[src/rtl/msm_pkg.sv]
// Shared constants and types for the monitor sequencer and fan control
package msm_pkg;

   // ***********************************
   // Clock and timing
   // ***********************************
   localparam int CLK_KHZ        = 100_000;
   localparam int IDLE_MS        = 1000;
   localparam int IDLE_CYC       = IDLE_MS * CLK_KHZ;
   localparam int PERIOD_TYP_MS  = 1200;
   localparam int PERIOD_MAX_MS  = 1400;
   localparam int PERIOD_MAX_CYC = PERIOD_MAX_MS * CLK_KHZ;
   localparam int RAMP_MS        = 10;
   localparam int RAMP_CYC       = RAMP_MS * CLK_KHZ;

   // ***********************************
   // Channel counts and widths
   // ***********************************
   localparam int NVOLT = 5;
   localparam int NTEMP = 3;
   localparam int NCH   = NVOLT + NTEMP;
   localparam int NFAN  = 3;
   localparam int NTACH = 4;
   localparam int DW    = 8;
   localparam int TW    = 16;
   localparam int CW    = 32;

   // Start cycle plus wait per channel keeps the pass inside the worst-case period
   localparam int CONV_MAX_CYC = (PERIOD_MAX_CYC - IDLE_CYC) / NCH - 1;

   localparam logic [2:0] CH_FIRST    = 3'h0;
   localparam logic [2:0] CH_TEMP_INT = 3'h5;
   localparam logic [2:0] CH_REMOTE1  = 3'h6;
   localparam logic [2:0] CH_REMOTE2  = 3'h7;
   localparam logic [2:0] CH_LAST     = 3'h7;

   localparam logic [DW-1:0] DUTY_OFF  = 8'h00;
   localparam logic [DW-1:0] DUTY_FULL = 8'hff;
   localparam logic [DW-1:0] DUTY_STEP = 8'h01;
   localparam logic [3:0]    SHIFT_TOP = 4'h8;

   typedef enum logic [3:0]
   {
      MSM_IDLE  = 4'h1,
      MSM_START = 4'h2,
      MSM_WAIT  = 4'h4,
      MSM_PAUSE = 4'h8
   } msm_state_e;

endpackage

[src/rtl/msm_fan_if.sv]
// Interface between the sequencer top and one fan duty channel
`timescale 1ns/1ns
interface msm_fan_if;
   import msm_pkg::*;
   logic                  ramp_tick;
   logic                  run;
   logic                  auto_mode;
   logic [NTEMP-1:0]      zone_mask;
   logic [NTEMP*DW-1:0]   zone_temp;
   logic [DW-1:0]         zone_lo;
   logic [2:0]            range_log;
   logic [DW-1:0]         host_duty;
   logic [DW-1:0]         duty;

   modport ctl
   (
      output ramp_tick, run, auto_mode, zone_mask, zone_temp, zone_lo, range_log, host_duty,
      input  duty
   );
   modport fan
   (
      input  ramp_tick, run, auto_mode, zone_mask, zone_temp, zone_lo, range_log, host_duty,
      output duty
   );
endinterface

[src/rtl/msm_fan_ch.sv]
// One fan duty channel: zone selection, automatic target and ramp limiting
`timescale 1ns/1ns
module msm_fan_ch
   import msm_pkg::*;
(
   input wire logic i_clock,
   input wire logic i_rst_n,
   msm_fan_if.fan   fan
);

   logic [DW-1:0]   zt [NTEMP];
   logic [DW-1:0]   hot_a;
   logic [DW-1:0]   hot;
   logic [DW:0]     diff;
   logic [3:0]      shamt;
   logic [2*DW-1:0] wide;
   logic [DW-1:0]   target;
   logic [DW-1:0]   want;
   logic [DW-1:0]   duty;
   logic [DW-1:0]   next_duty;

   // ***********************************
   // Hottest of the assigned zones
   // ***********************************
   genvar z;
   generate
      for (z = 0; z < NTEMP; z++)
      begin : g_zone
         assign zt[z] = fan.zone_mask[z] ? fan.zone_temp[z*DW +: DW] : DUTY_OFF;
      end
   endgenerate

   assign hot_a  = (zt[0] > zt[1]) ? zt[0] : zt[1];
   assign hot    = (hot_a > zt[2]) ? hot_a : zt[2];
   // Linear between low limit and low limit plus range, range a power of two
   assign diff   = {1'b0, hot} - {1'b0, fan.zone_lo};
   assign shamt  = SHIFT_TOP - {1'b0, fan.range_log};
   assign wide   = {{DW{1'b0}}, diff[DW-1:0]} << shamt;
   assign target = (hot <= fan.zone_lo) ? DUTY_OFF :
                   (wide > {{DW{1'b0}}, DUTY_FULL}) ? DUTY_FULL : wide[DW-1:0];
   assign want   = fan.auto_mode ? target : fan.host_duty;

   // ***********************************
   // Ramp limiter, one step per tick
   // ***********************************
   assign next_duty = !(fan.run && fan.ramp_tick) ? duty :
                      (duty < want) ? duty + DUTY_STEP :
                      (duty > want) ? duty - DUTY_STEP : duty;

   always_ff @(posedge i_clock or negedge i_rst_n)
   begin
      if (!i_rst_n)
         duty <= DUTY_OFF;
      else
         duty <= next_duty;
   end

   assign fan.duty = duty;

   property p_ramp_hold;
      @(posedge i_clock) disable iff (!i_rst_n)
      !fan.ramp_tick |=> $stable(duty);
   endproperty
   a_ramp_hold: assert property (p_ramp_hold) else $error("duty moved off tick");

   property p_ramp_step;
      @(posedge i_clock) disable iff (!i_rst_n)
      fan.ramp_tick |=> (duty == $past(duty) + DUTY_STEP) || (duty == $past(duty) - DUTY_STEP)
                        || (duty == $past(duty));
   endproperty
   a_ramp_step: assert property (p_ramp_step) else $error("duty step larger than one");

   property p_auto_up;
      @(posedge i_clock) disable iff (!i_rst_n)
      fan.run && fan.ramp_tick && fan.auto_mode && (duty < target)
         |=> duty == $past(duty) + DUTY_STEP;
   endproperty
   a_auto_up: assert property (p_auto_up) else $error("auto duty not following zone");

endmodule

[src/rtl/msm_top.sv]
// Monitor sequencer, limit checks, fan channels and power modes
`timescale 1ns/1ns
module msm_top
   import msm_pkg::*;
#(
   parameter int P_IDLE_CYC     = IDLE_CYC,
   parameter int P_CONV_MAX_CYC = CONV_MAX_CYC,
   parameter int P_RAMP_CYC     = RAMP_CYC
)
(
   input  wire logic                  i_clock,
   input  wire logic                  i_nrst,
   input  wire logic                  i_mon_enable,
   input  wire logic                  i_cycle_mode,
   input  wire logic                  i_sleep,
   input  wire logic                  i_shutdown,
   output logic                       o_bias_en,
   output logic                       o_osc_en,
   output logic                       o_adc_start,
   output logic [2:0]                 o_adc_chan,
   input  wire logic                  i_adc_done,
   input  wire logic [DW-1:0]         i_adc_data,
   input  wire logic [NCH*DW-1:0]     i_lim_lo,
   input  wire logic [NCH*DW-1:0]     i_lim_hi,
   output logic [NCH*DW-1:0]          o_reading,
   output logic [NCH-1:0]             o_out_of_limit,
   output logic                       o_int_n,
   input  wire logic [NTACH*TW-1:0]   i_tach_count,
   input  wire logic [NTACH*TW-1:0]   i_tach_limit,
   output logic [NTACH-1:0]           o_fan_stall,
   input  wire logic [NFAN-1:0]       i_fan_auto,
   input  wire logic [NFAN*NTEMP-1:0] i_fan_zones,
   input  wire logic [NTEMP*DW-1:0]   i_zone_lo,
   input  wire logic [NTEMP*3-1:0]    i_zone_range,
   input  wire logic [NFAN*DW-1:0]    i_host_duty,
   output logic [NFAN*DW-1:0]         o_fan_duty,
   input  wire logic                  i_acc_req,
   input  wire logic                  i_acc_designated,
   output logic                       o_acc_ok
);

   // ***********************************
   // Reset release
   // ***********************************
   logic rst_meta;
   logic rst_n;
   always_ff @(posedge i_clock or negedge i_nrst)
   begin
      if (!i_nrst)
      begin
         rst_meta <= 1'b0;
         rst_n    <= 1'b0;
      end
      else
      begin
         rst_meta <= 1'b1;
         rst_n    <= rst_meta;
      end
   end

   // ***********************************
   // Power modes and access gating
   // ***********************************
   wire osc_on = !i_shutdown;
   wire run    = i_mon_enable && !i_sleep && !i_shutdown;

   assign o_osc_en  = osc_on;
   assign o_bias_en = osc_on;
   // Sleep leaves the bus fully usable, shutdown only the designated register
   assign o_acc_ok  = i_acc_req && (!i_shutdown || i_acc_designated);

   // ***********************************
   // Conversion sequencer
   // ***********************************
   msm_state_e      state;
   msm_state_e      next_state;
   logic [2:0]      chan;
   logic [CW-1:0]   timer;
   logic [CW-1:0]   pass_starts;
   logic [DW-1:0]   reading [NCH];
   logic [NCH-1:0]  oor;
   logic            int_n;
   wire conv_end  = (state == MSM_WAIT) &&
                    (i_adc_done || (timer == CW'(P_CONV_MAX_CYC - 1)));
   wire last_chan = (chan == CH_LAST);
   wire idle_end  = (state == MSM_PAUSE) && (timer == CW'(P_IDLE_CYC - 1));

   always_comb
   begin
      next_state = state;
      case (state)
         MSM_IDLE:  next_state = MSM_START;
         MSM_START: next_state = MSM_WAIT;
         MSM_WAIT:
            if (conv_end)
            begin
               if (last_chan && i_cycle_mode)
                  next_state = MSM_PAUSE;
               else
                  next_state = MSM_START;
            end
         MSM_PAUSE:
            if (idle_end)
               next_state = MSM_START;
         default:   next_state = MSM_IDLE;
      endcase
   end

   // Halted modes freeze the sequencer in place rather than resetting
   always_ff @(posedge i_clock or negedge rst_n)
   begin
      if (!rst_n)
         state <= MSM_IDLE;
      else if (run)
         state <= next_state;
   end

   always_ff @(posedge i_clock or negedge rst_n)
   begin
      if (!rst_n)
         chan <= CH_FIRST;
      else if (run && conv_end)
         chan <= last_chan ? CH_FIRST : chan + 3'h1;
   end

   always_ff @(posedge i_clock or negedge rst_n)
   begin
      if (!rst_n)
         timer <= '0;
      else if (run)
         timer <= (state == next_state) ? timer + CW'(1) : '0;
   end

   assign o_adc_start = run && (state == MSM_START);
   assign o_adc_chan  = chan;

   // ***********************************
   // Results and limit checks
   // ***********************************
   genvar c;
   generate
      for (c = 0; c < NCH; c++)
      begin : g_chan
         wire take = run && (state == MSM_WAIT) && i_adc_done && (chan == 3'(c));
         always_ff @(posedge i_clock or negedge rst_n)
         begin
            if (!rst_n)
            begin
               reading[c] <= '0;
               oor[c]     <= 1'b0;
            end
            else if (take)
            begin
               reading[c] <= i_adc_data;
               oor[c]     <= (i_adc_data < i_lim_lo[c*DW +: DW]) ||
                             (i_adc_data > i_lim_hi[c*DW +: DW]);
            end
         end
         assign o_reading[c*DW +: DW] = reading[c];
      end
   endgenerate

   always_ff @(posedge i_clock or negedge rst_n)
   begin
      if (!rst_n)
         int_n <= 1'b1;
      else
         int_n <= ~|oor;
   end

   assign o_int_n        = int_n;
   assign o_out_of_limit = oor;

   // ***********************************
   // Fan tachometer checks
   // ***********************************
   logic [NTACH-1:0] stall;
   genvar t;
   generate
      for (t = 0; t < NTACH; t++)
      begin : g_tach
         always_ff @(posedge i_clock or negedge rst_n)
         begin
            if (!rst_n)
               stall[t] <= 1'b0;
            else if (osc_on)
               stall[t] <= i_tach_count[t*TW +: TW] > i_tach_limit[t*TW +: TW];
         end
      end
   endgenerate

   assign o_fan_stall = stall;

   // ***********************************
   // Ramp divider and fan channels
   // ***********************************
   logic [CW-1:0]     ramp_cnt;
   logic              ramp_tick;
   logic [NTEMP*DW-1:0] zone_temp;
   // Slow tick keeps fan noise down; stops with the oscillator
   always_ff @(posedge i_clock or negedge rst_n)
   begin
      if (!rst_n)
         ramp_cnt <= '0;
      else if (osc_on)
         ramp_cnt <= (ramp_cnt == CW'(P_RAMP_CYC - 1)) ? '0 : ramp_cnt + CW'(1);
   end

   assign ramp_tick = osc_on && (ramp_cnt == CW'(P_RAMP_CYC - 1));
   // Zone 0 ambient, zones 1 and 2 remote diodes
   assign zone_temp = {reading[CH_REMOTE2], reading[CH_REMOTE1], reading[CH_TEMP_INT]};

   msm_fan_if fif [NFAN] ();
   genvar f;
   generate
      for (f = 0; f < NFAN; f++)
      begin : g_fan
         assign fif[f].ramp_tick = ramp_tick;
         assign fif[f].run       = osc_on;
         assign fif[f].auto_mode = i_fan_auto[f];
         assign fif[f].zone_mask = i_fan_zones[f*NTEMP +: NTEMP];
         assign fif[f].zone_temp = zone_temp;
         assign fif[f].zone_lo   = i_zone_lo[f*DW +: DW];
         assign fif[f].range_log = i_zone_range[f*3 +: 3];
         assign fif[f].host_duty = i_host_duty[f*DW +: DW];
         assign o_fan_duty[f*DW +: DW] = fif[f].duty;

         msm_fan_ch u_fan
         (
            .i_clock (i_clock),
            .i_rst_n (rst_n),
            .fan     (fif[f])
         );
      end
   endgenerate

   // ***********************************
   // Checks
   // ***********************************
   logic [CW-1:0] pause_len;
   always_ff @(posedge i_clock or negedge rst_n)
   begin
      if (!rst_n)
         pass_starts <= '0;
      else if (run && (state == MSM_PAUSE))
         pass_starts <= '0;
      else if (o_adc_start)
         pass_starts <= pass_starts + CW'(1);
   end

   always_ff @(posedge i_clock or negedge rst_n)
   begin
      if (!rst_n)
         pause_len <= '0;
      else if (run)
         pause_len <= (state == MSM_PAUSE) ? pause_len + CW'(1) : '0;
   end

   property p_back_to_back;
      @(posedge i_clock) disable iff (!rst_n)
      run && !i_cycle_mode && conv_end && last_chan ##1 run |-> o_adc_start && (chan == CH_FIRST);
   endproperty
   a_back_to_back: assert property (p_back_to_back) else $error("gap in continuous mode");

   property p_cycle_pause;
      @(posedge i_clock) disable iff (!rst_n)
      run && i_cycle_mode && conv_end && last_chan |=> state == MSM_PAUSE;
   endproperty
   a_cycle_pause: assert property (p_cycle_pause) else $error("no idle after pass");

   property p_pause_len;
      @(posedge i_clock) disable iff (!rst_n)
      (state == MSM_PAUSE) && (next_state == MSM_START) |-> pause_len == CW'(P_IDLE_CYC - 1);
   endproperty
   a_pause_len: assert property (p_pause_len) else $error("idle time wrong");

   property p_conv_bound;
      @(posedge i_clock) disable iff (!rst_n)
      state == MSM_WAIT |-> timer < CW'(P_CONV_MAX_CYC);
   endproperty
   a_conv_bound: assert property (p_conv_bound) else $error("conversion overran budget");

   property p_once_per_pass;
      @(posedge i_clock) disable iff (!rst_n)
      run && i_cycle_mode && conv_end && last_chan |=> pass_starts == CW'(NCH);
   endproperty
   a_once_per_pass: assert property (p_once_per_pass) else $error("pass count wrong");

   property p_sleep_hold;
      @(posedge i_clock) disable iff (!rst_n)
      i_sleep ##1 i_sleep |-> $stable(o_reading) && $stable(state) && !o_adc_start && o_osc_en;
   endproperty
   a_sleep_hold: assert property (p_sleep_hold) else $error("sleep changed state");

   property p_shutdown_off;
      @(posedge i_clock) disable iff (!rst_n)
      i_shutdown |-> !o_osc_en && !o_bias_en && !o_adc_start;
   endproperty
   a_shutdown_off: assert property (p_shutdown_off) else $error("shutdown left power on");

   property p_access;
      @(posedge i_clock) disable iff (!rst_n)
      i_acc_req |-> o_acc_ok == (!i_shutdown || i_acc_designated);
   endproperty
   a_access: assert property (p_access) else $error("access gating wrong");

   property p_int;
      @(posedge i_clock) disable iff (!rst_n)
      |oor |=> !o_int_n;
   endproperty
   a_int: assert property (p_int) else $error("interrupt not raised");

   property p_stall;
      @(posedge i_clock) disable iff (!rst_n)
      !i_shutdown && (i_tach_count[TW-1:0] > i_tach_limit[TW-1:0]) |=> o_fan_stall[0];
   endproperty
   a_stall: assert property (p_stall) else $error("stall not flagged");

endmodule

[config.mk]
export PLATFORM = sky130hd
export DESIGN_NAME = msm_top
export DESIGN_NICKNAME = d
export VERILOG_FILES = /design/src/rtl/msm_pkg.sv /design/src/rtl/msm_fan_if.sv /design/src/rtl/msm_fan_ch.sv /design/src/rtl/msm_top.sv
export SDC_FILE = /design/constraint.sdc
export NUM_CORES = 1
export LEC_CHECK = 0
export BUFFER_PORTS_ARGS = -buffer_cell sky130_fd_sc_hd__buf_2
export CORE_AREA = 8 8 258 136
export DETAILED_ROUTE_END_ITERATION = 8
export DIE_AREA = 0 0 266 144
export HOLD_SLACK_MARGIN = 0.08
export PLACE_DENSITY_LB_ADDON = 0.08
export REMOVE_ABC_BUFFERS = 1
export SLEW_MARGIN = 20
export SYNTH_ARGS = -nofsm -noshare
export SYNTH_HDL_FRONTEND = slang
export SYNTH_SLANG_ARGS = --single-unit
[constraint.sdc]
create_clock -name i_clock -period 8.87 [get_ports i_clock]
set_clock_uncertainty 0.05 [all_clocks]
set_input_delay 1.774 -clock i_clock [delete_from_list [all_inputs] [get_ports i_clock]]
set_output_delay 1.774 -clock i_clock [all_outputs]
set_load 0.02 [all_outputs]
==> impl_results.md, run 1 <==
- IR drop worst, VDD: ~120 uV
- Routed WL: between 60000 and 70000 um
- Setup WS post-layout: -0.779 ns
- Remaining DRCs: 0
- Routed length on met1: roughly 29000 um
- DR vias: roughly 20000
- Total CTS buffers: 17
- P&R area growth vs syn: 39.4%
- Vias per cell: roughly 5.9
- Clk Latency, worst-skew pair: 0.45 ns
- Synth area leader: dfrtp_1
- Flop pwr share: 0.341
- Cell with the most instances after synthesis: ha_1
- Die area: 38300 sq um
- Fin util: 0.807
- Yosys cell types: just under 90
- CTS Sinks: between 150 and 200
- Fin nets: 3539
- Routed wl met2: ~30000 um
- Post-route cell area: between 20000 and 30000 sq um
- Placed Area: between 20000 and 25000 sq um
- Gr usage total: 0.322
- Root Buffer Master: clkbuf_16
- Largest net degree at the start of global routing: 84
- Reg2Reg Capture Point: g_fan[0].u_fan.fan.duty[6]
- Crit path arrival time: 9.93 ns
- Maximum clock rate: 104 MHz
- Final Hold Vio Count: 0
- Post-Syn Area: approximately 18000 sq um
- Wire per inst: slightly above 20 um
- Fin Hold WS: 0.157 ns
- Post-Syn Area per Cell: ~8.6 sq um
- Status: finished, violations left
- Die Ht: 144 um
- Setup CP Type: input port to flop
- Post-synth EDFFs: 0
- TNS Setup: -7.83 ns
- CP required: ~9.2 ns
- Max_cap viols: 0
- Placed Cells: around 3200
- PortBufs: around 450
- Tightest Hold Check Type: flop to asynchronous set/reset pin
- RR Startpoint: o_reading[41]
- Final non-filler cell total: 3334
- Crit path capture type: flop
- Pwr Density: a little over 100 nW/um^2
- Met3 wire length: approximately 7000 um
- CP Max Fanout: 6
- Syn Inst Count: around 2200
- Tcrit/Tclk final: 1.09
- Comb power frac: 0.360
- Core ar.: 31900 sq um
- HPWL Detailed: 50200 um
- Post-synth top flop: dfrtp_1
- Worst-case clock buffer depth: 2
- Sw power: approximately 910 uW
- Die Width: about 270 um
- Min Tclk post-route: 9.65 ns
- Max stage delay on crit path: a little over 0.4 ns
- First-pass GRT wire length: roughly 100000 um
- CP Launch Type: input port
- Clock-pin slew on the worst setup and hold paths: approximately 0.080 ns
- Synth top area cells: dfrtp_1 (23%), ha_1 (21%), mux2_2 (6.0%)
- Reg2reg path depth: between 40 and 50
- Max_slew headroom: 0.236
- Ys async rst share: 1.00
- Leak: about 14 nW
- Int Pwr: 1.69 mW
- H-tree levels: 4
- Initial antenna violation count: 3
- Sequential share of the synthesized area: 0.236
- Synthesized flop and latch total: ~170
- Initial core utilization: 0.579
- Failing checks: negative setup slack
- Final ANT Viol Nets: 0
- Setup violators final: 18
- Clock network power share: 0.299
- GRT overflow: 0
- CTS tree: built
- Top sig layer: met5
- Vias in the first global route: ~20000
- Initial DRC Count: between 1500 and 2000
- Commonest cells post-synth: ha_1 (313), inv_1 (280), dfrtp_1 (172)
- Share of cells above drive strength 1: 0.401
- Internal reg-to-reg setup slack: -0.02 ns
- Top-area cell type share of the netlist area: 0.233
- RSZ-0062 raised after global routing: yes
- Row count: 47
- Worst Tran Pin Value: 1.14 ns
- Max Slew Vio Count: 0
- 1st-pass router iterations: 8
- Ys Warns: 0
- Sw frac: 0.350
- IO Count: 450
- Slowest CP cell: a211oi_4
- GP Congestion: between 0.9 and 1
[power by group through the flow]
stage / Clock, mW / Combinational [mW] / Sequential, mW
after floorplan: 0 / 0.412 / 0.924
after global placement: 0 / 0.754 / 0.896
after detailed placement: 0 / 0.791 / 0.898
after CTS: 0.787 / 0.852 / 0.884
after global routing: 0.823 / 1.01 / 0.893
final: 0.776 / 0.934 / 0.886
[worst max-delay path by stage]
stage	start	end	slack, ns
2_1_floorplan	i_fan_zones[3]	g_fan[1].u_fan.fan.duty[7]	-1.54
3_3_place_gp	i_fan_zones[3]	g_fan[1].u_fan.fan.duty[6]	-1.31
3_5_place_dp	i_fan_zones[3]	g_fan[1].u_fan.fan.duty[6]	-1.58
4_1_cts	i_fan_zones[3]	g_fan[1].u_fan.fan.duty[6]	-0.38
5_1_grt	i_fan_zones[0]	g_fan[0].u_fan.fan.duty[6]	-0.93
6_report	i_fan_zones[0]	g_fan[0].u_fan.fan.duty[6]	-0.78
[cell type report]
class                           instances  area (sq um)
Sequential cell                       174          4360
Inverter                              283          1060
Fill cell                            2073          6140
Timing Repair Buffer                  745          4660
Multi-Input combinational cell       1657         14500
Clock inverter                         13           146
Antenna cell                            2          5.00
Tap cell                              441           552
Clock buffer                           19           453
[cell families after synthesis]
family	synth area share
AND/OR/NAND/NOR	0.171
AO/OA/AOI/OAI	0.182
buffers and inverters	0.0677
adder cells (fa/ha/maj)	0.219
flip-flops	0.236
multiplexers	0.0789
XOR/XNOR	0.0454
other	0.000203
[cell usage in the layout (no fill, tap or decap), drive strengths merged, types with 8 or more instances in the layout]
cell / count
nand2b: 49
or2: 8
inv: 287
xnor2: 53
a21oi: 97
o31ai: 12
mux2: 99
ha: 313
o21ai: 119
nand2: 157
and3: 28
xor2: 41
nor3: 25
o211ai: 19
nor2: 127
a211oi: 21
nand4: 58
o21a: 39
a21o: 95
and4: 9
a31oi: 11
dfrtp: 172
nand3: 53
a221oi: 13
nor2b: 38
buf: 745
and2: 28
mux2i: 34
nor4: 16
clkbuf: 19
[worst max-delay path, delay by kind of cell]
family / cells / cell delay [ns]
AO/OA/AOI/OAI: 22 / 3.50
XOR/XNOR: 2 / 0.36
adder cells (fa/ha/maj): 5 / 1.53
buffers and inverters: 8 / 1.16
multiplexers: 3 / 0.82
AND/OR/NAND/NOR: 7 / 0.77
[registers in the layout, indices dropped and copies added (netlist names)]
register / count
o_out_of_limit: 8
rst_n: 1
ramp_cnt: 32
o_adc_chan: 3
o_fan_stall: 4
rst_meta: 1
timer: 32
o_reading: 64
g_fan.u_fan.fan.duty: 24
state: 4
o_int_n: 1
[stage by stage]
step	total power, mW	setup WS, ns
5_1_grt	2.72	-0.934
3_3_place_gp	1.65	-1.31
2_1_floorplan	1.34	-1.54
3_5_place_dp	1.69	-1.58
4_1_cts	2.52	-0.377
6_report	2.60	-0.779
[layer usage]
metal | GRT usage | up-vias
li1 | - | 9095
met1 | 0.426 | 9348
met2 | 0.504 | 1057
met3 | 0.0964 | 242
met4 | 0.104 | 2
met5 | 0 | -
[timing repair]
item | 4_1_cts | 5_1_grt
hold buffers | 0 | 0
endpoints found under the setup margin | 24 | 24
setup buffers | 43 | 24
gates resized for setup | 179 | 199
pin swaps | 120 | 157
Power figures use the tool's default switching activity.
==> inputs of run 2 (changes only) <==
--- a/config.mk
+++ b/config.mk
@@ -6,9 +6,9 @@
 export NUM_CORES = 1
 export LEC_CHECK = 0
 export BUFFER_PORTS_ARGS = -buffer_cell sky130_fd_sc_hd__buf_2
-export CORE_AREA = 8 8 258 136
+export CORE_AREA = 2 2 252 130
 export DETAILED_ROUTE_END_ITERATION = 8
-export DIE_AREA = 0 0 266 144
+export DIE_AREA = 0 0 254 132
 export HOLD_SLACK_MARGIN = 0.08
 export PLACE_DENSITY_LB_ADDON = 0.08
 export REMOVE_ABC_BUFFERS = 1
==> impl_results.md, run 2 (synthesis gave the netlist of run 1 again) <==
- Status: finished, violations left (unchanged)
- Failing checks: negative setup slack (unchanged)
- Min Tclk post-route: 9.64 ns (was 9.65 ns)
- Die Ht: 132 um (was 144 um)
- CP Launch Type: input port (unchanged)
- Final Hold Vio Count: 0 (unchanged)
- Pwr Density: 101 nW/um^2 (about the same)
- Max stage delay on crit path: 0.40 ns (was 0.41 ns)
- Hold path start: rst_meta
- Root Buffer Master: clkbuf_16 (unchanged)
- Tcrit/Tclk final: 1.09 (about the same)
- Vias per cell: 5.95 (was 5.92)
- Slowest CP cell: fa_2 (was a211oi_4)
- RR Startpoint: o_reading[41] (unchanged)
- Leak: 14.2 nW (was 14.1 nW)
- Most common cell after layout, fill and taps aside: buf_2 (unchanged)
- PortBufs: 449 (unchanged)
- Critical path origin: i_fan_zones[4] (was i_fan_zones[0])
- Max_slew headroom: 0.175 (was 0.236)
- Vias in the first global route: 19300 (was 19600)
- Clk Latency, worst-skew pair: 0.46 ns (was 0.45 ns)
- GP Congestion: 0.995 (was 0.990)
- HPWL Detailed: 48000 um (was 50200 um)
- 1st-pass router iterations: 9 (was 8)
- Setup WS post-layout: -0.768 ns (was -0.779 ns)
- Largest net degree at the start of global routing: 67 (was 84)
- DR vias: 20000 (was 19700)
- CTS tree: built (unchanged)
- Initial antenna violation count: 9 (was 3)
- Crit path arrival time: 9.93 ns (about the same)
- Wire per inst: 19.7 um (was 20.5 um)
- Routed WL: 66400 um (was 68300 um)
- Placed Cells: 3242 (was 3240)
- Max Slew Vio Count: 0 (unchanged)
- Internal reg-to-reg setup slack: -0.04 ns (was -0.02 ns)
- Setup violators final: 18 (unchanged)
- Max_cap viols: 0 (unchanged)
- Tot Pwr: 2.60 mW (about the same)
- Share of cells above drive strength 1: 0.400 (was 0.401)
- Maximum clock rate: 104 MHz (about the same)
- Core ar.: 31200 sq um (was 31900 sq um)
- Fin nets: 3575 (was 3539)
- H-tree levels: 4 (unchanged)
- Fill cells: 1874 (was 2073)
- Setup CP Type: input port to flop (unchanged)
- First-pass GRT wire length: 98700 um (was 100000 um)
- Initial DRC Count: 2028 (was 1800)
- Row count: 46 (was 47)
- Final ANT Viol Nets: 0 (unchanged)
- Total CTS buffers: 17 (unchanged)
- Initial core utilization: 0.591 (was 0.579)
- Most frequent cells in the layout: buf_2 (443), buf_4 (307), ha_1 (273), inv_1 (272), dfrtp_1 (171) (was buf_2 (443), inv_1 (268), ha_1 (268), buf_4 (265), dfrtp_1 (171))
- CP Max Fanout: 7 (was 6)
- Die area: 33500 sq um (was 38300 sq um)
- Crit path capture type: flop (unchanged)
- CP required: 9.16 ns (was 9.15 ns)
- IR drop worst, VDD: 91.9 uV (was 124 uV)
- RSZ-0062 raised after global routing: yes (unchanged)
- GRT overflow: 0 (unchanged)
- Final non-filler cell total: 3366 (was 3334)
- IO Count: 450 (unchanged)
- Worst-case clock buffer depth: 2 (unchanged)
- Number of flip-flops in the largest register: 64 (unchanged)
- CTS Sinks: 174 (unchanged)
- Clock-pin slew on the worst setup and hold paths: 0.08 ns (about the same)
- Cell mode on critical path: buf_4
- Die Width: 254 um (was 266 um)
- Tightest Hold Check Type: flop to flop (was flop to asynchronous set/reset pin)
- Gr usage total: 0.368 (was 0.322)
- P&R area growth vs syn: 39.9% (was 39.4%)
- Remaining DRCs: 0 (unchanged)
- Worst Tran Pin Value: 1.23 ns (was 1.14 ns)
## run 2: changes by cell type in the layout (fill, tap and decap cells not counted), moves of 5 or more
cell     change
ha_4         -5
ha_1         +5
buf_6        -5
xnor2_1      +5
buf_4       +42
diode_2      +5
nand2_2      -8
nand2_1     +10
## run 2: final cells by class
cell class | count | area, sq um | share of cell area
Antenna cell | 7 | 17.5 | 0.000679
Clock inverter | 13 | 146 | 0.00567
Clock buffer | 19 | 453 | 0.0175
Timing Repair Buffer | 781 | 4890 | 0.189
Multi-Input combinational cell | 1657 | 14300 | 0.556
Inverter | 283 | 1060 | 0.0412
Tap cell | 432 | 541 | 0.0209
Sequential cell | 174 | 4360 | 0.169
## run 2: path summary, 6_finish.rpt
path,end,depth (start not counted)
min in group asynchronous,ramp_cnt[27],0
max,g_fan[1].u_fan.fan.duty[6],45
min,rst_n,0
max reg2reg,g_fan[1].u_fan.fan.duty[6],47
min reg2reg,rst_n,0
max in group asynchronous,o_reading[49],1
## run 2: where the power goes
| part | internal [mW] | switching [mW] |
|---|---|---|
| combinational | 0.444 | 0.485 |
| sequential | 0.835 | 0.0547 |
| clock | 0.413 | 0.369 |
| total | 1.69 | 0.908 |
## run 2: layer usage
metal	part of all wire	GRT usage	wire (um)
met5	0.00020	0	13
met4	0.036	0.124	2370
met3	0.099	0.0729	6590
met2	0.45	0.570	29600
met1	0.42	0.512	27800
## run 2: repair_timing
action | in CTS | in global routing
buffers inserted | 52 | 34
gates cloned | 0 | 0
gates resized for setup | 217 | 138
hold buffers | 0 | 0
endpoints found under the setup margin | 24 | 24
pin swaps | 136 | 111
## run 2: through the flow
step | area [sq um] | worst slack (ns) | TNS (ns) | hold WS (ns) | utilization
6_report | 25800 | -0.768 | -7.38 | 0.327 | 0.827
5_1_grt | 25800 | -0.990 | -12.88 | 0.332 | 0.827
4_1_cts | 24900 | -0.0982 | -0.587 | 0.320 | 0.797
3_5_place_dp | 22900 | -1.42 | -24.71 | 0.302 | 0.735
3_3_place_gp | 22900 | -1.12 | -18.53 | 0.287 | 0.735
2_1_floorplan | 18300 | -1.54 | -22.10 | 0.281 | -
## run 2: critical path: cells and delay by family
kind | cells | cell delay (ns)
simple gates | 8 | 1.17
xor+xnor | 1 | 0.07
buf+inv | 8 | 1.14
mux | 3 | 0.84
compound gates | 20 | 3.37
fa+ha+maj | 5 | 1.54
